### src/hw/sacc_pkg.sv
package sacc_pkg;

   ////////////////////////////////////////////////////////////////////////
   // register map, byte addresses on the AXI4-Lite port
   localparam int ADDR_W = 8;
   localparam logic [7:0] ADDR_SC = 8'h00;
   localparam logic [7:0] ADDR_DATA = 8'h04;
   localparam logic [7:0] ADDR_CLKCFG = 8'h08;
   localparam logic [7:0] ADDR_PORT_DATA = 8'h0C;
   localparam logic [7:0] ADDR_PORT_DIR = 8'h10;
   localparam logic [1:0] RESP_OKAY = 2'h0;
   localparam logic [1:0] RESP_SLVERR = 2'h2;

   ////////////////////////////////////////////////////////////////////////
   // field layouts
   typedef struct packed {
      logic done;
      logic irqEn;
      logic cont;
      logic [4:0] chan;
   } sacc_sc_t;

   typedef struct packed {
      logic [2:0] div;
      logic src;
   } sacc_clkcfg_t;

   typedef struct packed {
      logic [7:0] ext;
      logic refHigh;
      logic refLow;
      logic powerOff;
   } sacc_mux_t;

   localparam sacc_sc_t SC_RESET = 8'h1F;
   localparam sacc_clkcfg_t CLK_RESET = 4'h0;
   localparam logic [7:0] PORT_RESET = 8'h00;
   localparam int CLK_FIELD_LSB = 4;

   ////////////////////////////////////////////////////////////////////////
   // channel codes and conversion timing in converter clock ticks
   localparam logic [4:0] CH_EXT_LAST = 5'h07;
   localparam logic [4:0] CH_REF_HIGH = 5'h1D;
   localparam logic [4:0] CH_REF_LOW = 5'h1E;
   localparam logic [4:0] CH_POWER_OFF = 5'h1F;
   localparam logic [4:0] SAMPLE_TICKS = 5'h08;
   localparam logic [4:0] CONV_TICKS = 5'h10;
   localparam logic [7:0] TRIAL_START = 8'h80;

   typedef enum logic [2:0] {
      ST_IDLE = 3'b001,
      ST_SAMPLE = 3'b010,
      ST_APPROX = 3'b100
   } sacc_state_t;

endpackage

### src/hw/sacc_top.sv
// Functional notes
// - control register write starts conversion with new settings
// - conversion takes 16 to 17 converter clocks
// - continuous mode overwrites result every conversion
// - continuous conversions repeat until mode bit cleared
// - single mode: one conversion per write
// - flag read-only, set at end; continuous first only
// - control write or result read clears flag
// - interrupts enabled: flag software writable, no completion
// - interrupt raised each end, dropped on read/write
// - reset clears flag, interrupt enable, continuous bit
// - five-bit channel code decoded to inputs, references
// - all-ones channel code powers converter off
// - reserved channel codes give undefined result
// - selected shared pin forced to converter input
// - port read of selected pin returns zero
// - result full scale high ref, zero low ref
// - keeps running in wait, interrupt wakes
// - stop aborts conversion, resumes after stop exit
// - divider field divides by 1,2,4,8 or 16
// - clock source bit selects bus or oscillator
// - result register loaded at every completion
module sacc_top
   import sacc_pkg::*;
(
   input wire logic clk,
   input wire logic reset,
   input wire logic s_axi_awvalid,
   output logic s_axi_awready,
   input wire logic [ADDR_W-1:0] s_axi_awaddr,
   input wire logic s_axi_wvalid,
   output logic s_axi_wready,
   input wire logic [31:0] s_axi_wdata,
   input wire logic [3:0] s_axi_wstrb,
   output logic s_axi_bvalid,
   input wire logic s_axi_bready,
   output logic [1:0] s_axi_bresp,
   input wire logic s_axi_arvalid,
   output logic s_axi_arready,
   input wire logic [ADDR_W-1:0] s_axi_araddr,
   output logic s_axi_rvalid,
   input wire logic s_axi_rready,
   output logic [31:0] s_axi_rdata,
   output logic [1:0] s_axi_rresp,
   input wire logic oscTick,
   input wire logic stopMode,
   input wire logic compareHigh,
   input wire logic [7:0] portPinIn,
   output logic [7:0] portPinOut,
   output logic [7:0] portPinOe,
   output logic [7:0] trialCode,
   output sacc_mux_t muxSel,
   output logic irqRequest
);

   function automatic sacc_mux_t decodeMux(input logic [4:0] chan);
      sacc_mux_t m;
      m = '0;
      if (chan <= CH_EXT_LAST) begin
         m.ext = 8'h01 << chan[2:0];
      end
      m.refHigh = (chan == CH_REF_HIGH);
      m.refLow = (chan == CH_REF_LOW);
      m.powerOff = (chan == CH_POWER_OFF);
      return m;
   endfunction

   function automatic logic [3:0] divLast(input logic [2:0] d);
      logic [3:0] r;
      r = 4'hF;
      if (!d[2]) begin
         r = 4'((5'h01 << d[1:0]) - 5'h01);
      end
      return r;
   endfunction

   logic awready_reg, wready_reg, bvalid_reg, arready_reg, rvalid_reg;
   logic [1:0] bresp_reg, rresp_reg;
   logic [31:0] rdata_reg;
   logic [ADDR_W-1:0] awAddr_reg;
   logic [31:0] wData_reg;
   logic wStrb0_reg;
   sacc_sc_t sc_reg;
   sacc_clkcfg_t clkCfg_reg;
   logic [7:0] portData_reg, portDir_reg;
   logic [7:0] pinOut_reg, pinOe_reg;
   sacc_mux_t mux_reg;
   logic irq_reg, armed_reg, runWanted_reg;
   logic [3:0] divCnt_reg;
   logic convTick_reg, convDone_reg;
   sacc_state_t state_reg;
   logic [4:0] phase_reg;
   logic [7:0] trial_reg, result_reg;
   logic [4:0] asrtTicks_reg;

   logic doWrite, wrMapped, scWrite, dataRead, setDone, finishing;
   logic srcTick;
   logic [2:0] bitIdx;
   logic [7:0] decided, nextTrial, selMask;
   sacc_sc_t wSc;
   sacc_mux_t selMux;

   ////////////////////////////////////////////////////////////////////////
   // AXI4-Lite slave
   assign doWrite = !awready_reg && !wready_reg && !bvalid_reg;
   assign wrMapped = (awAddr_reg == ADDR_SC) || (awAddr_reg == ADDR_CLKCFG)
      || (awAddr_reg == ADDR_PORT_DATA) || (awAddr_reg == ADDR_PORT_DIR);
   // a write without the low byte lane carries no register data
   assign scWrite = doWrite && wStrb0_reg && (awAddr_reg == ADDR_SC);
   assign wSc = sacc_sc_t'(wData_reg[7:0]);
   assign dataRead = s_axi_arvalid && arready_reg
      && (s_axi_araddr == ADDR_DATA);

   always_ff @(posedge clk) begin
      if (reset) begin
         awready_reg <= 1'b1;
         awAddr_reg <= '0;
      end else if (s_axi_awvalid && awready_reg) begin
         awready_reg <= 1'b0;
         awAddr_reg <= s_axi_awaddr;
      end else if (bvalid_reg && s_axi_bready) begin
         awready_reg <= 1'b1;
      end
   end

   always_ff @(posedge clk) begin
      if (reset) begin
         wready_reg <= 1'b1;
         wData_reg <= '0;
         wStrb0_reg <= 1'b0;
      end else if (s_axi_wvalid && wready_reg) begin
         wready_reg <= 1'b0;
         wData_reg <= s_axi_wdata;
         wStrb0_reg <= s_axi_wstrb[0];
      end else if (bvalid_reg && s_axi_bready) begin
         wready_reg <= 1'b1;
      end
   end

   always_ff @(posedge clk) begin
      if (reset) begin
         bvalid_reg <= 1'b0;
         bresp_reg <= RESP_OKAY;
      end else if (doWrite) begin
         bvalid_reg <= 1'b1;
         bresp_reg <= wrMapped ? RESP_OKAY : RESP_SLVERR;
      end else if (s_axi_bready) begin
         bvalid_reg <= 1'b0;
      end
   end

   always_ff @(posedge clk) begin
      if (reset) begin
         arready_reg <= 1'b1;
         rvalid_reg <= 1'b0;
         rdata_reg <= '0;
         rresp_reg <= RESP_OKAY;
      end else if (s_axi_arvalid && arready_reg) begin
         arready_reg <= 1'b0;
         rvalid_reg <= 1'b1;
         rresp_reg <= RESP_OKAY;
         rdata_reg <= '0;
         case (s_axi_araddr)
            ADDR_SC: rdata_reg[7:0] <= sc_reg;
            ADDR_DATA: rdata_reg[7:0] <= result_reg;
            ADDR_CLKCFG: rdata_reg[7:CLK_FIELD_LSB] <= clkCfg_reg;
            ADDR_PORT_DATA: begin
               // the pin owned by the converter reads as zero
               rdata_reg[7:0] <= ((portDir_reg & portData_reg)
                  | (~portDir_reg & portPinIn)) & ~selMask;
            end
            ADDR_PORT_DIR: rdata_reg[7:0] <= portDir_reg;
            default: rresp_reg <= RESP_SLVERR;
         endcase
      end else if (rvalid_reg && s_axi_rready) begin
         arready_reg <= 1'b1;
         rvalid_reg <= 1'b0;
      end
   end

   ////////////////////////////////////////////////////////////////////////
   // status/control register, flag and interrupt request
   assign setDone = convDone_reg && !sc_reg.irqEn && armed_reg;

   always_ff @(posedge clk) begin
      if (reset) begin
         sc_reg <= SC_RESET;
      end else begin
         if (scWrite) begin
            sc_reg.chan <= wSc.chan;
            sc_reg.cont <= wSc.cont;
            sc_reg.irqEn <= wSc.irqEn;
            // flag is only software writable with interrupts on
            sc_reg.done <= (wSc.irqEn && wSc.done) || setDone;
         end else if (setDone) begin
            sc_reg.done <= 1'b1;
         end else if (dataRead) begin
            sc_reg.done <= 1'b0;
         end
      end
   end

   // a later completion in continuous mode no longer sets the flag
   always_ff @(posedge clk) begin
      if (reset) begin
         armed_reg <= 1'b0;
      end else if (scWrite) begin
         armed_reg <= 1'b1;
      end else if (convDone_reg) begin
         armed_reg <= 1'b0;
      end
   end

   // request also serves as the wake source in wait mode
   always_ff @(posedge clk) begin
      if (reset) begin
         irq_reg <= 1'b0;
      end else if (convDone_reg && sc_reg.irqEn) begin
         irq_reg <= 1'b1;
      end else if (dataRead || scWrite) begin
         irq_reg <= 1'b0;
      end
   end

   ////////////////////////////////////////////////////////////////////////
   // clock configuration and port registers
   always_ff @(posedge clk) begin
      if (reset) begin
         clkCfg_reg <= CLK_RESET;
         portData_reg <= PORT_RESET;
         portDir_reg <= PORT_RESET;
      end else if (doWrite && wStrb0_reg) begin
         case (awAddr_reg)
            ADDR_CLKCFG: clkCfg_reg <= wData_reg[7:CLK_FIELD_LSB];
            ADDR_PORT_DATA: portData_reg <= wData_reg[7:0];
            ADDR_PORT_DIR: portDir_reg <= wData_reg[7:0];
            default: ;
         endcase
      end
   end

   assign selMux = decodeMux(sc_reg.chan);
   assign selMask = selMux.ext;

   always_ff @(posedge clk) begin
      if (reset) begin
         pinOut_reg <= PORT_RESET;
         pinOe_reg <= PORT_RESET;
         mux_reg <= decodeMux(SC_RESET.chan);
      end else begin
         pinOut_reg <= portData_reg & ~selMask;
         pinOe_reg <= portDir_reg & ~selMask;
         mux_reg <= decodeMux(sc_reg.chan);
      end
   end

   ////////////////////////////////////////////////////////////////////////
   // converter clock divider
   assign srcTick = clkCfg_reg.src ? 1'b1 : oscTick;

   // compare with >= so that shrinking the ratio never stalls the count
   always_ff @(posedge clk) begin
      if (reset) begin
         divCnt_reg <= '0;
         convTick_reg <= 1'b0;
      end else begin
         convTick_reg <= 1'b0;
         if (srcTick) begin
            if (divCnt_reg >= divLast(clkCfg_reg.div)) begin
               divCnt_reg <= '0;
               convTick_reg <= 1'b1;
            end else begin
               divCnt_reg <= divCnt_reg + 4'h1;
            end
         end
      end
   end

   ////////////////////////////////////////////////////////////////////////
   // successive approximation sequencer
   // bit under test follows the phase because sampling spans 8 ticks
   assign bitIdx = ~phase_reg[2:0];
   assign decided = trial_reg & ~({7'h00, !compareHigh} << bitIdx);
   assign nextTrial = decided | (8'(8'h01 << bitIdx) >> 1);
   assign finishing = (state_reg == ST_APPROX) && convTick_reg
      && (phase_reg == CONV_TICKS - 5'h01) && !stopMode && !scWrite;

   always_ff @(posedge clk) begin
      if (reset) begin
         state_reg <= ST_IDLE;
         phase_reg <= '0;
         trial_reg <= '0;
      end else if (stopMode || scWrite) begin
         state_reg <= ST_IDLE;
         phase_reg <= '0;
      end else begin
         case (state_reg)
            ST_IDLE: begin
               if (runWanted_reg) begin
                  state_reg <= ST_SAMPLE;
                  phase_reg <= '0;
               end
            end
            ST_SAMPLE: begin
               if (convTick_reg) begin
                  phase_reg <= phase_reg + 5'h01;
                  if (phase_reg == SAMPLE_TICKS - 5'h01) begin
                     state_reg <= ST_APPROX;
                     trial_reg <= TRIAL_START;
                  end
               end
            end
            ST_APPROX: begin
               if (convTick_reg) begin
                  phase_reg <= phase_reg + 5'h01;
                  trial_reg <= nextTrial;
                  if (finishing) begin
                     state_reg <= ST_IDLE;
                  end
               end
            end
            default: state_reg <= ST_IDLE;
         endcase
      end
   end

   // reserved codes still run; the result is whatever the mux delivers
   always_ff @(posedge clk) begin
      if (reset) begin
         result_reg <= '0;
         convDone_reg <= 1'b0;
      end else begin
         convDone_reg <= finishing;
         if (finishing) begin
            result_reg <= decided;
         end
      end
   end

   // stop leaves the request standing so conversions resume afterwards
   always_ff @(posedge clk) begin
      if (reset) begin
         runWanted_reg <= 1'b0;
      end else if (scWrite) begin
         runWanted_reg <= (wSc.chan != CH_POWER_OFF);
      end else if (finishing && !sc_reg.cont) begin
         runWanted_reg <= 1'b0;
      end
   end

   always_ff @(posedge clk) begin
      if (reset || state_reg == ST_IDLE) begin
         asrtTicks_reg <= '0;
      end else if (convTick_reg) begin
         asrtTicks_reg <= asrtTicks_reg + 5'h01;
      end
   end

   ////////////////////////////////////////////////////////////////////////
   // outputs
   assign s_axi_awready = awready_reg;
   assign s_axi_wready = wready_reg;
   assign s_axi_bvalid = bvalid_reg;
   assign s_axi_bresp = bresp_reg;
   assign s_axi_arready = arready_reg;
   assign s_axi_rvalid = rvalid_reg;
   assign s_axi_rdata = rdata_reg;
   assign s_axi_rresp = rresp_reg;
   assign portPinOut = pinOut_reg;
   assign portPinOe = pinOe_reg;
   assign trialCode = trial_reg;
   assign muxSel = mux_reg;
   assign irqRequest = irq_reg;

   ////////////////////////////////////////////////////////////////////////
   // checks
   conv_len_a: assert property (@(posedge clk) disable iff (reset)
      convDone_reg |-> $past(asrtTicks_reg) == 5'h0F)
      else $error("conversion did not take sixteen ticks");

   result_load_a: assert property (@(posedge clk) disable iff (reset)
      $changed(result_reg) |-> convDone_reg)
      else $error("result changed outside a completion");

   flag_clear_a: assert property (@(posedge clk) disable iff (reset)
      dataRead && !setDone && !scWrite |=> !sc_reg.done)
      else $error("flag not cleared by result read");

   irq_set_a: assert property (@(posedge clk) disable iff (reset)
      convDone_reg && sc_reg.irqEn |=> irqRequest [*1] ##0 !sc_reg.done
         || $past(scWrite))
      else $error("no interrupt after completion");

   irq_drop_a: assert property (@(posedge clk) disable iff (reset)
      (dataRead || scWrite) && !convDone_reg |=> !irqRequest)
      else $error("interrupt not dropped");

   single_idle_a: assert property (@(posedge clk) disable iff (reset)
      convDone_reg && !sc_reg.cont && !scWrite ##1 !scWrite [*2]
         |-> state_reg == ST_IDLE)
      else $error("single mode started another conversion");

   cont_repeat_a: assert property (@(posedge clk) disable iff (reset)
      convDone_reg && sc_reg.cont && !scWrite ##1 !stopMode && !scWrite
         |=> state_reg == ST_SAMPLE)
      else $error("continuous mode did not repeat");

   write_restart_a: assert property (@(posedge clk) disable iff (reset)
      scWrite && wSc.chan != CH_POWER_OFF ##1 !stopMode && !scWrite
         |=> state_reg == ST_SAMPLE && phase_reg == 5'h00)
      else $error("write did not restart conversion");

   stop_abort_a: assert property (@(posedge clk) disable iff (reset)
      stopMode |=> state_reg == ST_IDLE && !convDone_reg)
      else $error("conversion ran in stop mode");

   pin_take_a: assert property (@(posedge clk) disable iff (reset)
      sc_reg.chan <= CH_EXT_LAST |=>
         !portPinOe[$past(sc_reg.chan[2:0])])
      else $error("selected pin still driven by port");

   power_off_a: assert property (@(posedge clk) disable iff (reset)
      scWrite && wSc.chan == CH_POWER_OFF |=> ##1 muxSel.powerOff
         && state_reg == ST_IDLE)
      else $error("power-off code not honoured");

endmodule

### config.mk
export PLATFORM = sky130hd
export DESIGN_NAME = sacc_top
export DESIGN_NICKNAME = d
export VERILOG_FILES = /design/src/hw/sacc_pkg.sv /design/src/hw/sacc_top.sv
export SDC_FILE = /design/constraint.sdc
export NUM_CORES = 1
export LEC_CHECK = 0
export BUFFER_PORTS_ARGS = -buffer_cell sky130_fd_sc_hd__buf_2
export CAP_MARGIN = 20
export CORE_UTILIZATION = 56
export DETAILED_ROUTE_END_ITERATION = 10
export PLACE_DENSITY = 0.85
export SLEW_MARGIN = 15
export SYNTH_ARGS = -nofsm -noshare
export SYNTH_HDL_FRONTEND = slang
export SYNTH_SLANG_ARGS = --single-unit
### constraint.sdc
create_clock -name clk -period 3.16 [get_ports clk]
set_input_delay 0.158 -clock clk [delete_from_list [all_inputs] [get_ports clk]]
set_output_delay 0.158 -clock clk [all_outputs]
set_load 0.005 [all_outputs]
# After elaboration in Yosys (flattened, before gate mapping)
# Cells that the tools add are included.
[totals]
ff_bits = 122
in_bits = 70
out_inout_bits = 77
elab_cells = 177
[op_classes]
n_addsub = 3
n_lt_le_gt_ge = 2
eq_ne = 22
n_shift = 4
muxes = 42
bitwise = 14
n_reduce_logical = 55
[ops]
columns = ["operator", "n"]
rows = [
  ["$and 8x8->8", 6],
  ["$eq 8x4->1 const B", 4],
  ["$mux 8", 4],
  ["$not 8->8", 3],
  ["$mux 1", 20],
  ["$pmux 4 s5", 1],
  ["$logic_and 1x1->1", 19],
  ["$reduce_bool 2->1", 9],
  ["$eq 8x5->1 const B", 2],
  ["$logic_not 8->1", 2],
  ["$mux 4", 4],
  ["$pmux 4 s4", 1],
  ["$pmux 8 s2", 1],
  ["$shl 1x3->8 const A", 2],
  ["$eq 5x5->1 const B", 3],
  ["$mux 3", 5],
  ["$mux 5", 2],
  ["$ne 2x2->1 const B", 5],
  ["$pmux 5 s2", 1],
  ["$reduce_and 5->1", 2],
  ["$pmux 3 s3", 1],
  ["$eq 8x3->1 const B", 1],
  ["$logic_not 1->1", 8],
  ["$or 8x7->8", 1],
  ["24 further kinds", 35],
]

# Longest topological paths before layout
[logic_depth]
depth_word = 10
mapped_depth = 8
depth_no_buf = 7

# Worst setup path after synthesis
# Ideal clock, no wire load.
[synth_path]
path_type = "register to register"
from = "reg phase_reg[0]"
to = "reg trial_reg[5] (netlist: trialCode[5])"
setup_time_ns = 0.101
t_arrival_ns = 1.973
required_ns = 3.059
path_slack_ns = 1.086
stages_incl_launch_ff = 7
path_buffers = 1
synth_period_minus_slack_ns = 2.074
cell_sequence = "dfxtp_1 ha_1 nor4bb_1 a21oi_1 or4_4 buf_4 o41ai_1"
[synth_via]
elab_chain_cells = 7
elab_cells_between_ends = 11
cone_classes = "eq/ne: 2; shift: 2; mux: 2; bitwise: 4; reduce/logical: 1"
[synth_lines]
columns = ["item", "line", "rtl"]
rows = [
  ["from (decl)", "sacc_top.sv:92", "logic [4:0] phase_reg;"],
  ["from (signal assigned)", "sacc_top.sv:306", "phase_reg <= phase_reg + 5'h01;"],
  ["from (signal assigned)", "sacc_top.sv:315", "phase_reg <= phase_reg + 5'h01;"],
  ["$not 3->3", "sacc_top.sv:282", "assign bitIdx = ~phase_reg[2:0];"],
  ["$shl 1x3->8", "sacc_top.sv:283", "assign decided = trial_reg & ~({7'h00, !compareHigh} << bitIdx);"],
  ["$not 8->8", "sacc_top.sv:283", ""],
  ["$and 8x8->8", "sacc_top.sv:283", ""],
  ["$or 8x7->8", "sacc_top.sv:284", "assign nextTrial = decided | (8'(8'h01 << bitIdx) >> 1);"],
  ["$mux 8", "sacc_top.sv:314", "if (convTick_reg) begin"],
  ["$pmux 8 s2", "sacc_top.sv:297", "case (state_reg)"],
  ["to (signal assigned)", "sacc_top.sv:316", "trial_reg <= nextTrial;"],
  ["to (decl)", "sacc_top.sv:93", "logic [7:0] trial_reg, result_reg;"],
]
# Parallel ways exist; a longest one is shown, timed or not. The select of a mux whose other input is x is not followed.
# A chain may end at the register's enable or synchronous reset.

# Worst setup path after layout
[layout_path]
from = "reg awAddr_reg[0]"
to = "reg portDir_reg[2]"
[layout_via]
elab_chain_cells = 2
[layout_lines]
columns = ["item", "line", "rtl"]
rows = [
  ["from (decl)", "sacc_top.sv:80", "logic [ADDR_W-1:0] awAddr_reg;"],
  ["from (signal assigned)", "sacc_top.sv:120", "awAddr_reg <= s_axi_awaddr;"],
  ["$eq 8x5->1", "sacc_top.sv:233", "case (awAddr_reg)"],
  ["$reduce_and 2->1 (no line)", "-", ""],
  ["to (signal assigned)", "sacc_top.sv:236", "ADDR_PORT_DIR: portDir_reg <= wData_reg[7:0];"],
  ["to (decl)", "sacc_top.sv:85", "logic [7:0] portData_reg, portDir_reg;"],
]
# No other way between the ends.

==> metrics.yaml <==
status: "completed"
power_leakage_nw: 2.83
synthSimpleGateAreaFrac_pct: 23.3
overflow: 0
most-common-layout-cells: "120 x dfxtp_1, 92 x buf_2, 69 x nor2_1"
yosys_warnings: 0
track_usage_pct: 28.4
core_area_mm2: 0.00924
drv_cap: 0
slew_violations: 0
hold_path.class: "in -> reg"
syn_inst: 597
drive_gt1_share_pct: 19.5
setup_violations: 0
clk_latency_ns: 0.53
fp-row-count: 35
period_share_pct: 78.5
final_cell_area_mm2: 0.00663
max_freq_mhz: 403
final_common_cell: "dfxtp_1"
grt_max_degree: 78
syn_to_final_growth_pct: 24.3
multi_input_area_mm2: 0.00264
muxShareOfSynthArea_pct: 8.53
wl_per_cell_um: 16.0
die_area_mm2: 0.00992
slew_headroom_pct: 48.9
first_pass_iters: 6
worstMarginPinSlew_ns: 0.767
seqCellArea_mm2: 0.00240
die_w_um: 99.6
cp.arrival_ns: 2.86
cts-root-buf: "clkbuf_8"
netlist.area_leader.share_pct: 45.0
cp_max_fo: 8
num_io_pins: 147
holdPathStages: 3
netlist_top_cells_area: "dfxtp_1 45%, mux2i_1 7.7%, nor2_1 4.9%, a21oi_1 3.8%, buf_4 3.8%"
synth-compound-area-share_pct: 12.3
cts.sinks: 120
die_h_um: 99.6
p_per_area_mw_per_mm2: 553
grt_pass1_wl_um: 21800
drc_errors: 0
place.gp.congestion: 0.923
r2r_cells: 5
post-dp-hpwl_um: 8810
cts_tree: "done"
diodes: 0
synthFlopType: "dfxtp_1"
grt_pass1_vias: 4527
worst_clock_skew_ns: 0.0108
cts_repair_resize_count: 0
crit_type: "reg -> reg"
post-route-util_pct: 71.8
synth-seq-cells: 120
synth_area_mm2: 0.00534
ys_seq_area_share_pct: 45.0
final-hold-violation-count: 0
antenna_found_initial: 0
synthXorXnorAreaFrac_pct: 0.985
period_needed_ns: 2.48
wl_um: 13700
io_buffers: 93
start_util_pct: 57.8
vias: 4796
placed_area_mm2: 0.00575
yosys.cell_types.count: 58
synth_fa_ha_area_share_pct: 2.58
critPathCaptureType: "flip-flop"
rsz0062_at_grt: "no"
finalSetupTns_ns: 0
ir_worst_vdd_mv: 0.370
largest_reg_flops: 11
cts_made_buffers: 17
clkTransAtPathRegs_ns: 0.06
drtIter0Drc: 258
htree_levels: 4
fin_nets: 792
clockBufferDepth: 2
antenna_left: 0
syn_avg_cell_area_um2: 8.94
crit_path_start_kind: "flip-flop"
synth_top_family_by_area: "simple AND/OR/NAND/NOR gates"
synth-edff-count: 0
synth_top_area_cell: "dfxtp_1"
worst_ep_required_time_ns: 3.54
vias_per_cell: 5.62
synthArstFlopShare_pct: 0
fill_cells: 690
-- cells in the mapped netlist (12+ instances only) --
library cell and number:
o21ai_0 14, dfxtp_1 120, nor3_1 24, buf_4 27, mux2i_1 41, nor2_1 69, nor3b_1 14, nand3_1 17
nand2b_1 12, nand2_1 53, clkbuf_1 22, a21oi_1 41
-- per-stage QoR --
step | instances | hold WS, ns | worst slack [ns] | power, mW
after floorplan | 622 | 0.294 | 1.09 | 1.74
after global placement | 791 | 0.405 | 0.838 | 1.78
after detailed placement | 791 | 0.409 | 0.784 | 1.79
after CTS | 853 | 0.0333 | 0.693 | 3.67
after global routing | 853 | 0.0964 | 0.519 | 3.78
final | 853 | 0.0490 | 0.681 | 3.67
-- area by class of cell --
class	instances	area share, %
multi-input combinational	433	39.8
sequential	120	36.2
timing repair buffer	128	12.2
clock buffer	19	6.51
tap	129	2.43
clock inverter	13	2.21
inverter	11	0.623
-- critical path, stage by stage (launching register included) --
cell	delay, ns
dfxtp_1	0.31
or4_4	0.57
nor4_1	0.35
nand4b_1	0.64
mux2i_1	0.41
nor2_1	0.06
-- kinds of logic after synthesis --
| family | Yosys count |
|---|---|
| xor gates and xnor gates | 6 |
| AOI/OAI and AO/OA | 103 |
| muxes | 45 |
| adders and majority gates | 11 |
| and+or+nand+nor | 242 |
| other | 1 |
| buffers and inverters | 69 |
| DFF | 120 |
-- repair_timing --
action / 4_1_cts / 5_1_grt
buffers inserted: 0 / 0
hold buffers: 30 / 0
endpoints found under the setup margin: 0 / 0
hold endpoints to repair: 26 / 0
-- routing by layer --
layer  vias to the layer above  GRT usage [%]  share of wire [%]
li1                       2279              -                  -
met1                      2279           33.9                 42
met2                       214           50.5                 51
met3                        24           5.83                6.0
met4                         0           10.3                1.7
met5                         -              0                  0
-- power by group --
group,internal [mW],switching [mW],leakage [nW]
Sequential,1.54,0.0328,0.972
Combinational,0.0999,0.123,1.57
Clock,1.15,0.722,0.279
Total,2.79,0.878,2.83
-- path summary, 6_finish.rpt --
path	slack (ns)	end	startpoint
worst min register to register	0.46	s_axi_rdata[3]	s_axi_rdata[3]
worst max register to register	0.68	portDir_reg[2]	awAddr_reg[0]
worst min-delay path	0.05	s_axi_rresp[1]	s_axi_araddr[3]
worst max-delay path	0.68	portDir_reg[2]	awAddr_reg[0]
Power figures use the tool's default switching activity.
